--- src/logic/gts_pkg.sv ---
// shared constants, types and helpers of the gps time-status packet builder
`default_nettype none
package gts_pkg;
  // ----------------------------------------------------------------
  // timing
  // ----------------------------------------------------------------
  localparam int CLK_HZ = 200_000_000; // system clock rate
  localparam int US_PER_S = 1_000_000; // microseconds in a second
  localparam int NMEA_TIMEOUT_S = 2; // sentence lock lost after over this
  // ----------------------------------------------------------------
  // frame layout (lengths in bytes, P_ indices from first payload byte)
  // ----------------------------------------------------------------
  localparam int HDR_LEN = 42; // link, network and transport header
  localparam int PAY_LEN = 512; // udp payload
  localparam int PKT_LEN = HDR_LEN + PAY_LEN; // whole frame
  localparam int P_DATE = 2; // payload offset of the date digits
  localparam int P_TIME = 8; // payload offset of the time digits
  localparam int P_USEC = 14; // payload offset of the microsecond count
  localparam int P_SENT = 18; // payload offset of raw_sentence_field
  localparam int SENT_LEN = 84; // raw_sentence_field size
  localparam int P_FILL = P_SENT + SENT_LEN; // reserved fill
  localparam int P_STAT = 506; // position_status_byte
  localparam int P_LOCK = 507; // timing_pulse_lock_indicator
  // ----------------------------------------------------------------
  // header field values
  // ----------------------------------------------------------------
  localparam logic [15:0] TB_HEAD = 16'hFFEE; // time_block opener
  localparam logic [15:0] ETH_TYPE = 16'h0800; // ipv4
  localparam logic [31:0] SRC_IP_DEF = 32'hC0A8_01C9; // default source ip
  localparam logic [31:0] DST_IP = 32'hFFFF_FFFF; // broadcast
  localparam logic [15:0] SRC_PORT = 16'h2710;
  localparam logic [15:0] DST_PORT = 16'h277E;
  localparam logic [15:0] UDP_LEN = 16'h0208; // 8 + 512
  localparam logic [15:0] IP_LEN = 16'h021C; // 20 + 520
  localparam logic [7:0] FILL_BYTE = 8'hDF;
  // ----------------------------------------------------------------
  // types
  // ----------------------------------------------------------------
  typedef struct packed {
    logic [7:0] year; // two-digit year
    logic [7:0] month;
    logic [7:0] day;
    logic [7:0] hour;
    logic [7:0] minute;
    logic [7:0] second;
  } gts_time_s;
  localparam gts_time_s TIME_RST = '{8'h14, 8'h05, 8'h14, 8'h00, 8'h00, 8'h00};
  typedef enum logic [3:0] {
    PS_IDLE = 4'h1, // waiting for a dollar sign
    PS_BODY = 4'h2, // inside the sentence
    PS_CK1 = 4'h4, // first checksum digit
    PS_CK2 = 4'h8 // second checksum digit
  } gts_ps_e;
  // ----------------------------------------------------------------
  // helpers
  // ----------------------------------------------------------------
  // one's complement header sum for a given source ip
  function automatic logic [15:0] ip_csum(input logic [31:0] sip);
    logic [19:0] s;
    s = 20'h04500 + 20'(IP_LEN) + 20'h04000 + 20'h08011 + 20'(sip[31:16])
      + 20'(sip[15:0]) + 20'(DST_IP[31:16]) + 20'(DST_IP[15:0]);
    s = 20'(s[15:0]) + 20'(s[19:16]);
    s = 20'(s[15:0]) + 20'(s[19:16]);
    return ~s[15:0];
  endfunction
  // advance a date and time by one second, with month and leap rollover
  function automatic gts_time_s inc_sec(input gts_time_s t);
    gts_time_s r;
    logic [7:0] dim;
    r = t;
    case (t.month)
      8'h02: dim = (t.year[1:0] == 2'b00) ? 8'h1D : 8'h1C;
      8'h04, 8'h06, 8'h09, 8'h0B: dim = 8'h1E;
      default: dim = 8'h1F;
    endcase
    r.second = t.second + 8'h01;
    if (t.second >= 8'h3B) begin
      r.second = 8'h00;
      r.minute = t.minute + 8'h01;
      if (t.minute >= 8'h3B) begin
        r.minute = 8'h00;
        r.hour = t.hour + 8'h01;
        if (t.hour >= 8'h17) begin
          r.hour = 8'h00;
          r.day = t.day + 8'h01;
          if (t.day >= dim) begin
            r.day = 8'h01;
            r.month = (t.month >= 8'h0C) ? 8'h01 : t.month + 8'h01;
            if (t.month >= 8'h0C) r.year = (t.year >= 8'h63) ? 8'h00 : t.year + 8'h01;
          end
        end
      end
    end
    return r;
  endfunction
  // ascii digit of a value below one hundred, tens or ones
  function automatic logic [7:0] asc(input logic [7:0] v, input logic tens);
    return 8'h30 + (tens ? v / 8'h0A : v % 8'h0A);
  endfunction
endpackage
`default_nettype wire

--- src/logic/gts_packet_builder.sv ---
// gps time keeper and one-per-second udp time-status frame builder
`timescale 1ns/1ps
`default_nettype none
module gts_packet_builder #(
  parameter int CLK_HZ = gts_pkg::CLK_HZ, // cycles per second
  parameter logic [47:0] SRC_MAC = 48'h02_00_00_00_00_01, // arbitrary value
  parameter logic [31:0] SRC_IP = gts_pkg::SRC_IP_DEF // source address
) (
  input wire logic CLK, // system clock
  input wire logic SYS_RST, // async reset, active high
  input wire logic PPS_IN, // pulse per second pin
  input wire logic [7:0] NMEA_DATA, // received sentence character
  input wire logic NMEA_VALID, // character strobe
  output logic [7:0] TX_DATA, // frame byte
  output logic TX_VALID, // frame byte valid
  output logic TX_LAST, // last byte of the frame
  input wire logic TX_READY, // sink takes the byte
  output gts_pkg::gts_time_s STAMP, // point-cloud date and time
  output logic [31:0] STAMP_USEC, // point-cloud microseconds
  output logic PULSE_LOCK, // tick locked to the pulse
  output logic SENTENCE_LOCK, // valid sentences arriving
  output logic SECOND_TICK // one-cycle internal tick
);
  // ----------------------------------------------------------------
  // derived constants
  // ----------------------------------------------------------------
  localparam int CYC_US = CLK_HZ / gts_pkg::US_PER_S; // cycles per us
  localparam logic [31:0] LIM_FREE = 32'(CLK_HZ - 1); // free-run period
  localparam logic [31:0] LIM_LOCK = 32'(CLK_HZ + CLK_HZ / 8); // late-pulse slack
  localparam logic [7:0] US_LAST = 8'(CYC_US - 1);
  localparam logic [31:0] US_MAX = 32'(gts_pkg::US_PER_S - 1);
  localparam logic [335:0] HDR = {48'hFFFF_FFFF_FFFF, SRC_MAC, gts_pkg::ETH_TYPE,
    16'h4500, gts_pkg::IP_LEN, 16'h0000, 16'h4000, 8'h80, 8'h11,
    gts_pkg::ip_csum(SRC_IP), SRC_IP, gts_pkg::DST_IP, gts_pkg::SRC_PORT,
    gts_pkg::DST_PORT, gts_pkg::UDP_LEN, 16'h0000};
  if (CLK_HZ % gts_pkg::US_PER_S != 0 || CYC_US < 2 || CYC_US > 255) begin : g_bad
    $error("CLK_HZ must be a whole number of MHz from 2 to 255");
  end
  // ----------------------------------------------------------------
  // pulse synchroniser and internal one-second tick
  // ----------------------------------------------------------------
  logic pps_m, pps_s, pps_d; // two-flop sync then edge history
  logic [31:0] cyc, next_cyc; // cycles since last tick
  logic [7:0] udiv, next_udiv; // microsecond divider
  logic [31:0] usec, next_usec; // microsecond count
  logic plock, next_plock; // pulse lock
  logic tick, pps_rise;
  // tick on pulse edge, or free-running when no pulse comes in time
  always_comb
  begin
    pps_rise = pps_s & ~pps_d;
    tick = pps_rise | (cyc >= (plock ? LIM_LOCK : LIM_FREE));
    next_plock = pps_rise ? 1'b1 : (tick ? 1'b0 : plock);
    next_cyc = tick ? 32'h0 : cyc + 32'h1;
    next_udiv = (tick || udiv == US_LAST) ? 8'h00 : udiv + 8'h01;
    next_usec = usec;
    if (tick)
      next_usec = 32'h0;
    else if (udiv == US_LAST && usec != US_MAX)
      next_usec = usec + 32'h1;
  end
  // register the tick group
  always_ff @(posedge CLK or posedge SYS_RST)
  begin
    if (SYS_RST) begin
      pps_m <= 1'b0;
      pps_s <= 1'b0;
      pps_d <= 1'b0;
      cyc <= 32'h0;
      udiv <= 8'h00;
      usec <= 32'h0;
      plock <= 1'b0;
    end else begin
      pps_m <= PPS_IN;
      pps_s <= pps_m;
      pps_d <= pps_s;
      cyc <= next_cyc;
      udiv <= next_udiv;
      usec <= next_usec;
      plock <= next_plock;
    end
  end
  // ----------------------------------------------------------------
  // sentence parser
  // ----------------------------------------------------------------
  gts_pkg::gts_ps_e ps, next_ps;
  logic [7:0] ck, next_ck; // running xor
  logic [3:0] fld, next_fld; // comma field number
  logic [2:0] pos, next_pos; // character within field, saturating
  logic rmc, next_rmc, gga, next_gga, r2, next_r2; // sentence kind
  logic [23:0] tdig, next_tdig, ddig, next_ddig; // hhmmss, ddmmyy digits
  logic [7:0] stat, next_stat; // status character
  logic [3:0] ckhi, next_ckhi; // first checksum digit
  logic [6:0] wp, next_wp; // raw sentence write index
  logic wb, next_wb, sb, next_sb; // write and shown banks
  logic [6:0] slen, next_slen; // shown sentence length
  logic s_ok, s_bad; // sentence end events
  logic [7:0] c;
  logic [3:0] hx;
  logic [7:0] mem [2][gts_pkg::SENT_LEN]; // raw sentence banks
  // character-by-character parse, checksum and capture
  always_comb
  begin
    c = NMEA_DATA;
    hx = (c <= 8'h39) ? c[3:0] : 4'(c[3:0] + 4'h9);
    next_ps = ps;
    {next_ck, next_fld, next_pos, next_rmc, next_gga, next_r2} = {ck, fld, pos, rmc, gga, r2};
    {next_tdig, next_ddig, next_stat, next_ckhi, next_wp} = {tdig, ddig, stat, ckhi, wp};
    {next_wb, next_sb, next_slen} = {wb, sb, slen};
    s_ok = 1'b0;
    s_bad = 1'b0;
    if (NMEA_VALID) begin
      if (wp < 7'(gts_pkg::SENT_LEN)) next_wp = wp + 7'h01;
      unique case (ps)
        gts_pkg::PS_IDLE, gts_pkg::PS_BODY:
        begin
          if (c == 8'h24) begin
            // dollar in idle or body restarts, a broken sentence is dropped
            next_ps = gts_pkg::PS_BODY;
            {next_ck, next_fld, next_pos, next_stat} = {8'h00, 4'h0, 3'h0, 8'h00};
            {next_rmc, next_gga, next_r2, next_wp} = {3'b000, 7'h01};
          end else if (ps == gts_pkg::PS_IDLE) begin
            next_wp = wp;
          end else if (c == 8'h2A) begin
            next_ps = gts_pkg::PS_CK1;
          end else begin
            next_ck = ck ^ c;
            if (c == 8'h2C) begin
              next_fld = (fld == 4'hF) ? fld : fld + 4'h1;
              next_pos = 3'h0;
            end else begin
              if (pos != 3'h7) next_pos = pos + 3'h1;
              if (fld == 4'h0 && pos == 3'h2) next_r2 = (c == 8'h52);
              if (fld == 4'h0 && pos == 3'h3) next_rmc = r2 && (c == 8'h4D);
              if (fld == 4'h0 && pos == 3'h3) next_gga = !r2 && (c == 8'h47);
              if (fld == 4'h1 && pos < 3'h6) next_tdig = {tdig[19:0], c[3:0]};
              if (fld == 4'h9 && rmc && pos < 3'h6) next_ddig = {ddig[19:0], c[3:0]};
              if (pos == 3'h0 && ((rmc && fld == 4'h2) || (gga && fld == 4'h6)))
                next_stat = c;
            end
          end
        end
        gts_pkg::PS_CK1:
        begin
          next_ckhi = hx;
          next_ps = gts_pkg::PS_CK2;
        end
        gts_pkg::PS_CK2:
        begin
          next_ps = gts_pkg::PS_IDLE;
          s_ok = ({ckhi, hx} == ck) && (rmc || gga);
          s_bad = ({ckhi, hx} != ck);
          if (s_ok) begin
            // show the finished bank, write the next one into the other
            {next_sb, next_wb, next_slen} = {wb, ~wb, next_wp};
          end
        end
        default: next_ps = gts_pkg::PS_IDLE;
      endcase
    end
  end
  // register the parser group
  always_ff @(posedge CLK or posedge SYS_RST)
  begin
    if (SYS_RST) begin
      ps <= gts_pkg::PS_IDLE;
      {ck, fld, pos, rmc, gga, r2} <= '0;
      {tdig, ddig, stat, ckhi, wp} <= '0;
      {wb, sb, slen} <= '0;
    end else begin
      ps <= next_ps;
      {ck, fld, pos, rmc, gga, r2} <= {next_ck, next_fld, next_pos, next_rmc, next_gga, next_r2};
      {tdig, ddig, stat, ckhi, wp} <= {next_tdig, next_ddig, next_stat, next_ckhi, next_wp};
      {wb, sb, slen} <= {next_wb, next_sb, next_slen};
    end
  end
  // raw character store, no reset needed for plain storage
  always_ff @(posedge CLK)
  begin
    if (NMEA_VALID && ps != gts_pkg::PS_IDLE && wp < 7'(gts_pkg::SENT_LEN))
      mem[wb][wp] <= c;
    if (NMEA_VALID && c == 8'h24)
      mem[wb][0] <= c;
  end
  // ----------------------------------------------------------------
  // time keeping and sentence lock
  // ----------------------------------------------------------------
  gts_pkg::gts_time_s cur, next_cur, ptm, next_ptm; // current, last parsed
  logic pend, next_pend; // parsed time waits for the next tick
  logic slock, next_slock;
  logic [1:0] age, next_age; // ticks since last good sentence
  logic [7:0] pstat, next_pstat; // status of last good sentence
  // ticks advance time; a fresh sentence replaces it, plus one second
  always_comb
  begin
    {next_cur, next_ptm, next_pend} = {cur, ptm, pend};
    {next_slock, next_age, next_pstat} = {slock, age, pstat};
    if (tick) begin
      // the sentence describes the second already begun when it arrives
      next_cur = gts_pkg::inc_sec(pend ? ptm : cur);
      next_pend = 1'b0;
      if (age != 2'(gts_pkg::NMEA_TIMEOUT_S + 1)) next_age = age + 2'h1;
      if (age >= 2'(gts_pkg::NMEA_TIMEOUT_S)) next_slock = 1'b0;
    end
    if (s_ok) begin
      next_ptm = cur; // gga carries no date, keep the running one
      next_ptm.hour = 8'(tdig[23:20] * 4'hA + tdig[19:16]);
      next_ptm.minute = 8'(tdig[15:12] * 4'hA + tdig[11:8]);
      next_ptm.second = 8'(tdig[7:4] * 4'hA + tdig[3:0]);
      if (rmc) begin
        next_ptm.day = 8'(ddig[23:20] * 4'hA + ddig[19:16]);
        next_ptm.month = 8'(ddig[15:12] * 4'hA + ddig[11:8]);
        next_ptm.year = 8'(ddig[7:4] * 4'hA + ddig[3:0]);
      end
      {next_pend, next_slock, next_age, next_pstat} = {2'b11, 2'h0, stat};
    end else if (s_bad) begin
      next_slock = 1'b0;
    end
  end
  // register the time group
  always_ff @(posedge CLK or posedge SYS_RST)
  begin
    if (SYS_RST) begin
      cur <= gts_pkg::TIME_RST;
      ptm <= gts_pkg::TIME_RST;
      {pend, slock, age, pstat} <= '0;
    end else begin
      {cur, ptm, pend, slock, age, pstat} <= {next_cur, next_ptm, next_pend,
        next_slock, next_age, next_pstat};
    end
  end
  // ----------------------------------------------------------------
  // frame transmitter
  // ----------------------------------------------------------------
  logic req, next_req, busy, next_busy, tick_d; // start request, in frame
  logic [9:0] idx, next_idx; // next byte to load
  gts_pkg::gts_time_s st, next_st; // snapshot for the frame
  logic [31:0] su, next_su;
  logic [7:0] sst, next_sst, bout;
  logic sl, next_sl, sbk, next_sbk;
  logic [6:0] sln, next_sln;
  logic [7:0] dout, next_dout;
  logic vout, next_vout, lout, next_lout;
  logic [9:0] p; // payload index
  // byte of the frame at index idx
  always_comb
  begin
    p = idx - 10'(gts_pkg::HDR_LEN);
    bout = 8'h00; // reserved tail bytes
    if (idx < 10'(gts_pkg::HDR_LEN))
      bout = HDR[(10'(gts_pkg::HDR_LEN) - 10'h1 - idx) * 8 +: 8];
    else if (p < 10'(gts_pkg::P_DATE))
      bout = p[0] ? gts_pkg::TB_HEAD[7:0] : gts_pkg::TB_HEAD[15:8];
    else if (p < 10'(gts_pkg::P_TIME))
      bout = gts_pkg::asc(st[47 - 8 * ((p - 2) >> 1) -: 8], p[0]);
    else if (p < 10'(gts_pkg::P_USEC))
      bout = gts_pkg::asc(st[7 + 8 * ((p - 8) >> 1) -: 8], p[0]);
    else if (p < 10'(gts_pkg::P_SENT))
      bout = su[8 * (p - 14) +: 8];
    else if (p < 10'(gts_pkg::P_FILL))
      bout = (p - 10'(gts_pkg::P_SENT) < 10'(sln)) ? mem[sbk][p - 18] : 8'h00;
    else if (p < 10'(gts_pkg::P_STAT))
      bout = gts_pkg::FILL_BYTE;
    else if (p == 10'(gts_pkg::P_STAT))
      bout = sst;
    else if (p == 10'(gts_pkg::P_LOCK))
      bout = {7'h00, sl};
  end
  // start on the tick after time settles, stream with back-pressure
  always_comb
  begin
    {next_req, next_busy, next_idx} = {req | tick_d, busy, idx};
    {next_st, next_su, next_sst, next_sl, next_sbk, next_sln} = {st, su, sst, sl, sbk, sln};
    {next_dout, next_vout, next_lout} = {dout, vout, lout};
    if (vout && TX_READY) next_vout = 1'b0;
    if (!busy && req) begin
      {next_req, next_busy, next_idx} = {tick_d, 1'b1, 10'h0};
      {next_st, next_su, next_sst} = {cur, usec, pstat};
      {next_sl, next_sbk, next_sln} = {plock, sb, slen};
    end else if (busy && (!vout || TX_READY)) begin
      {next_dout, next_vout} = {bout, 1'b1};
      next_lout = (idx == 10'(gts_pkg::PKT_LEN - 1));
      next_idx = idx + 10'h1;
      next_busy = !next_lout;
    end
  end
  // register the transmitter group
  always_ff @(posedge CLK or posedge SYS_RST)
  begin
    if (SYS_RST) begin
      {req, busy, idx, tick_d} <= '0;
      st <= gts_pkg::TIME_RST;
      {su, sst, sl, sbk, sln} <= '0;
      {dout, vout, lout} <= '0;
    end else begin
      {req, busy, idx, tick_d} <= {next_req, next_busy, next_idx, tick};
      {st, su, sst, sl, sbk, sln} <= {next_st, next_su, next_sst, next_sl, next_sbk, next_sln};
      {dout, vout, lout} <= {next_dout, next_vout, next_lout};
    end
  end
  // ----------------------------------------------------------------
  // outputs
  // ----------------------------------------------------------------
  assign TX_DATA = dout;
  assign TX_VALID = vout;
  assign TX_LAST = lout;
  assign STAMP = cur;
  assign STAMP_USEC = usec;
  assign PULSE_LOCK = plock;
  assign SENTENCE_LOCK = slock;
  assign SECOND_TICK = tick_d;
endmodule // gts_packet_builder
`default_nettype wire

--- config.mk ---
export PLATFORM = sky130hd
export DESIGN_NAME = gts_packet_builder
export DESIGN_NICKNAME = d
export VERILOG_FILES = /design/src/logic/gts_pkg.sv /design/src/logic/gts_packet_builder.sv
export SDC_FILE = /design/constraint.sdc
export NUM_CORES = 2
export LEC_CHECK = 0
export BUFFER_PORTS_ARGS = -buffer_cell sky130_fd_sc_hd__buf_2
export CAP_MARGIN = 20
export CORE_MARGIN = 2
export CORE_UTILIZATION = 50
export CTS_CLUSTER_SIZE = 25
export DETAILED_ROUTE_END_ITERATION = 6
export PLACE_DENSITY = 0.66
export REMOVE_ABC_BUFFERS = 1
export SYNTH_ARGS = -nofsm -noshare
export SYNTH_HDL_FRONTEND = slang
export SYNTH_SLANG_ARGS = --single-unit
--- constraint.sdc ---
create_clock -name CLK -period 30.3 [get_ports CLK]
set_input_delay 3.03 -clock CLK [delete_from_list [all_inputs] [get_ports CLK]]
set_output_delay 3.03 -clock CLK [all_outputs]
set_load 0.01 [all_outputs]
==> impl_metrics.env <==
export IMPL_status="complete, no violations"
export IMPL_grt_setup_unrepaired="no"
export IMPL_drive_gt1_share_pct=18.86
export IMPL_root_buffer="clkbuf_16"
export IMPL_grt_overflow=0
export IMPL_use_met3_pct=3.888
export IMPL_routed_wl_um=184400
export IMPL_cap_violations=0
export IMPL_numCtsBuffers=176
export IMPL_viasPerCell=6.069
export IMPL_power_density_nw_per_um2=78.92
export IMPL_yosysSeqAreaShare_pct=65.74
export IMPL_fillers=11950
export IMPL_dr_total_vias=43990
export IMPL_reg2reg_depth=24
export IMPL_setup_viol=0
export IMPL_max_slew_margin_pct=23.43
export IMPL_clockPowerShare_pct=31.5
export IMPL_r2r_end="TX_DATA[5]$_DFFE_PP0P_"
export IMPL_synthCells=4988
export IMPL_irDropWorstVdd_v=0.00005688
export IMPL_clock_fmax_ghz=0.1280
export IMPL_cts_tree="yes"
export IMPL_path_class="register to register"
export IMPL_drtPass1Iterations=6
export IMPL_ys_seq_elements=1746
export IMPL_hold_viol=0
export IMPL_cts_clk_slew_worst_paths_ns=0.06
export IMPL_power_leakage_nw=29.41
export IMPL_use_met1_pct=34.52
export IMPL_grt_pass1_vias=43220
export IMPL_design_area_um2=84950
export IMPL_cp_max_fo=58
export IMPL_syn2layout_area_growth_pct=10.70
export IMPL_r2r_slack_ns=22.49
export IMPL_cts_sinks=1746
export IMPL_antenna_found_initial=3
export IMPL_ioPinCount=106
export IMPL_htree_num_levels=4
export IMPL_synthDistinctLibCells=109
export IMPL_grt_pass1_wl_um=279800
export IMPL_fin_nets=5215
export IMPL_num_rows=143
export IMPL_pwr_share_comb_pct=27.8
export IMPL_r2r_start="idx[1]$_DFFE_PP0P_"
export IMPL_post_dp_hpwl_um=116200
export IMPL_hold_end="pps_s$_DFF_PP0_"
export IMPL_busiest_layer="met2"
export IMPL_first_iter_violations=4482
export IMPL_synth_edf_count=1344
export IMPL_syn_area_um2=76730
export IMPL_cts_resized=0
export IMPL_hold_buffers=0
export IMPL_async_flop_share_pct=23.02
export IMPL_path_delay_family="compound AO/OA/AOI/OAI gates"
export IMPL_switching_share_pct=32.68
export IMPL_drc_errors=0
export IMPL_die_y_um=395.8
export IMPL_grt_total_usage_pct=23.69
export IMPL_skew_ns=0.06077
export IMPL_clockBufferDepth=3
export IMPL_worst_pin_slew_ns=1.148
export IMPL_numPortBuffers=105
export IMPL_cp_cell_sequence="inv_2 -> ha_4 -> nor2b_1 -> o21a_1 -> o211ai_4 -> buf_4 -> inv_2 -> a21boi_2 -> or2_1 -> nor3_1 -> ha_1 -> a211oi_1 -> o22ai_1 -> a211oi_1 -> nor3_1 -> nand4_1 -> nand3_1 -> nor2b_1 -> a221oi_1 -> or3b_2 -> ha_1 -> nand3_1 -> a32oi_1 -> o21ai_0"
export IMPL_final_setup_tns_ns=0
export IMPL_ant_nets=0
export IMPL_end_kind="register"
export IMPL_switchingPower_mw=2.191
export IMPL_grt_max_degree=169
export IMPL_design_core_area_um2=152100
export IMPL_cp_required_ns=30.94
export IMPL_dpl_instance_area_um2=79330
export IMPL_finalCritPeriodShare_pct=25.79
export IMPL_die_area_um2=156600
export IMPL_clock_latency_ns=0.81
export IMPL_ys_warn_count=0
export IMPL_cp_arrival_ns=8.46
export IMPL_diodes=0
export IMPL_holdCritPathClass="register to register"
export IMPL_worst_hold_slack_ns=0.3594
export IMPL_synth_ff_type="edfxtp_1"
export IMPL_worstHoldStart="pps_m$_DFF_PP0_"
export IMPL_initial_utilization_pct=50.45
export IMPL_slowest_delay_ns=0.77
export IMPL_routedWlPerCell_um=25.44
export IMPL_internal_power_mw=4.513
export IMPL_p_seq_share_pct=40.7
export IMPL_maxSlewViolCount=0
export IMPL_dieWidth_um=395.8
export IMPL_gp_congestion=0.9026
export IMPL_cpMaxStageDelayCell="dfrtp_4"
export IMPL_postSynthAreaPerCell_um2=15.38
export IMPL_grtUsageMet2_pct=37.28
export IMPL_cp_start_kind="register"
export IMPL_path_buf_inv=3
export IMPL_post_cts_buffers=0
export IMPL_hold_depth=0
export IMPL_total_power_mw=6.704
export IMPL_period_needed_ns=7.814
## flip-flops by register name (all words and copies together) (netlist names), 8 cells and up
name and flops:
STAMP 48, STAMP_USEC 32, TX_DATA 8, ck 8, cyc 32, ddig 24, idx 10, mem 1344
pstat 8, ptm 48, sst 8, st 48, stat 8, su 32, tdig 24, udiv 8
## cell families (layout without fill, tap and decap cells)
family	Yosys count	in the layout	synth area share, %
compound gates	669	669	5.714
other cells	1	3	0.004887
buf+inv	366	594	1.979
mux	592	592	14.85
flops	1746	1746	65.74
simple gates	1337	1337	7.698
fa+ha+maj	132	132	2.263
xor+xnor	145	145	1.753
## power groups by stage
stage | Clock, mW | Combinational [mW] | Sequential, mW
after CTS | 2.15 | 1.85 | 2.73
after global placement | 0 | 1.83 | 2.78
final | 2.11 | 1.86 | 2.73
after floorplan | 0 | 1.28 | 2.80
after global routing | 2.24 | 1.99 | 2.74
after detailed placement | 0 | 1.84 | 2.78
## final cells by class
cell class                      count  area [um2]  area share [%]
Tap cell                         2030        2540           2.990
Multi-Input combinational cell   2878       24840           29.24
Clock buffer                      235        4708           5.543
Timing Repair Buffer              173        1124           1.323
Sequential cell                  1746       50450           59.39
Inverter                           97       374.1          0.4404
Clock inverter                     89       909.6           1.071
## per-stage QoR
| step | worst slack (ns) | instances | utilization [%] |
|---|---|---|---|
| final | 22.49 | 7248 | 55.86 |
| after CTS | 22.53 | 7248 | 55.86 |
| after floorplan | 14.54 | 4721 | - |
| after global placement | 22.66 | 6924 | 52.16 |
| after global routing | 21.93 | 7248 | 55.86 |
| after detailed placement | 22.56 | 6924 | 52.16 |
## routing by layer
layer  vias up  share of wire (%)
li1      19410                  -
met1     22780                 43
met2      1550                 48
met3       250                6.8
met4         2                2.5
met5         -             0.0049
## worst max-delay path by stage
stage	from	slack (ns)	to	depth (start not counted)
after CTS	idx[1]$_DFFE_PP0P_	22.53	TX_DATA[5]$_DFFE_PP0P_	26
after floorplan	sbk$_DFFE_PP0P_	14.54	TX_DATA[2]$_DFFE_PP0P_	10
final	idx[1]$_DFFE_PP0P_	22.49	TX_DATA[5]$_DFFE_PP0P_	24
after global placement	idx[1]$_DFFE_PP0P_	22.66	TX_DATA[5]$_DFFE_PP0P_	24
after global routing	idx[1]$_DFFE_PP0P_	21.93	TX_DATA[5]$_DFFE_PP0P_	24
after detailed placement	idx[1]$_DFFE_PP0P_	22.56	TX_DATA[5]$_DFFE_PP0P_	26
## synthesized netlist by cell type, types with 73 or more instances
| cell type | instances | area [um2] |
|---|---|---|
| mux2i_1 | 93 | 930.9 |
| nand2_1 | 564 | 2117 |
| nand3_1 | 88 | 440.4 |
| dfrtp_1 | 383 | 9584 |
| nor2_1 | 404 | 1516 |
| o21ai_0 | 197 | 986.0 |
| xnor2_1 | 73 | 639.4 |
| inv_1 | 91 | 341.6 |
| a21oi_1 | 142 | 710.7 |
| clkbuf_1 | 167 | 626.9 |
| edfxtp_1 | 1344 | 40360 |
| ha_1 | 118 | 1476 |
| mux4_2 | 430 | 9684 |
## cells in the final DEF, fill, tap and decap left out, drive strengths merged, types with 13 or more instances in the layout
master	n
xnor2	73
ha	118
clkbuf	235
nand4	32
o221ai	23
a22oi	19
clkinv	70
edfxtp	1344
o21a	14
o21ai	206
and2	19
inv	104
buf	173
and3	29
nor4	24
nand3	88
xor2	68
nor2	405
a31oi	42
o211ai	25
a21oi	144
nor2b	34
mux2i	93
nor3	48
nand2	564
dfrtp	383
o22ai	22
o31ai	20
a211oi	21
dfstp	19
a21o	26
mux2	69
mux4	430
nand2b	33
or3	13
(Power assumes the default switching activity.)
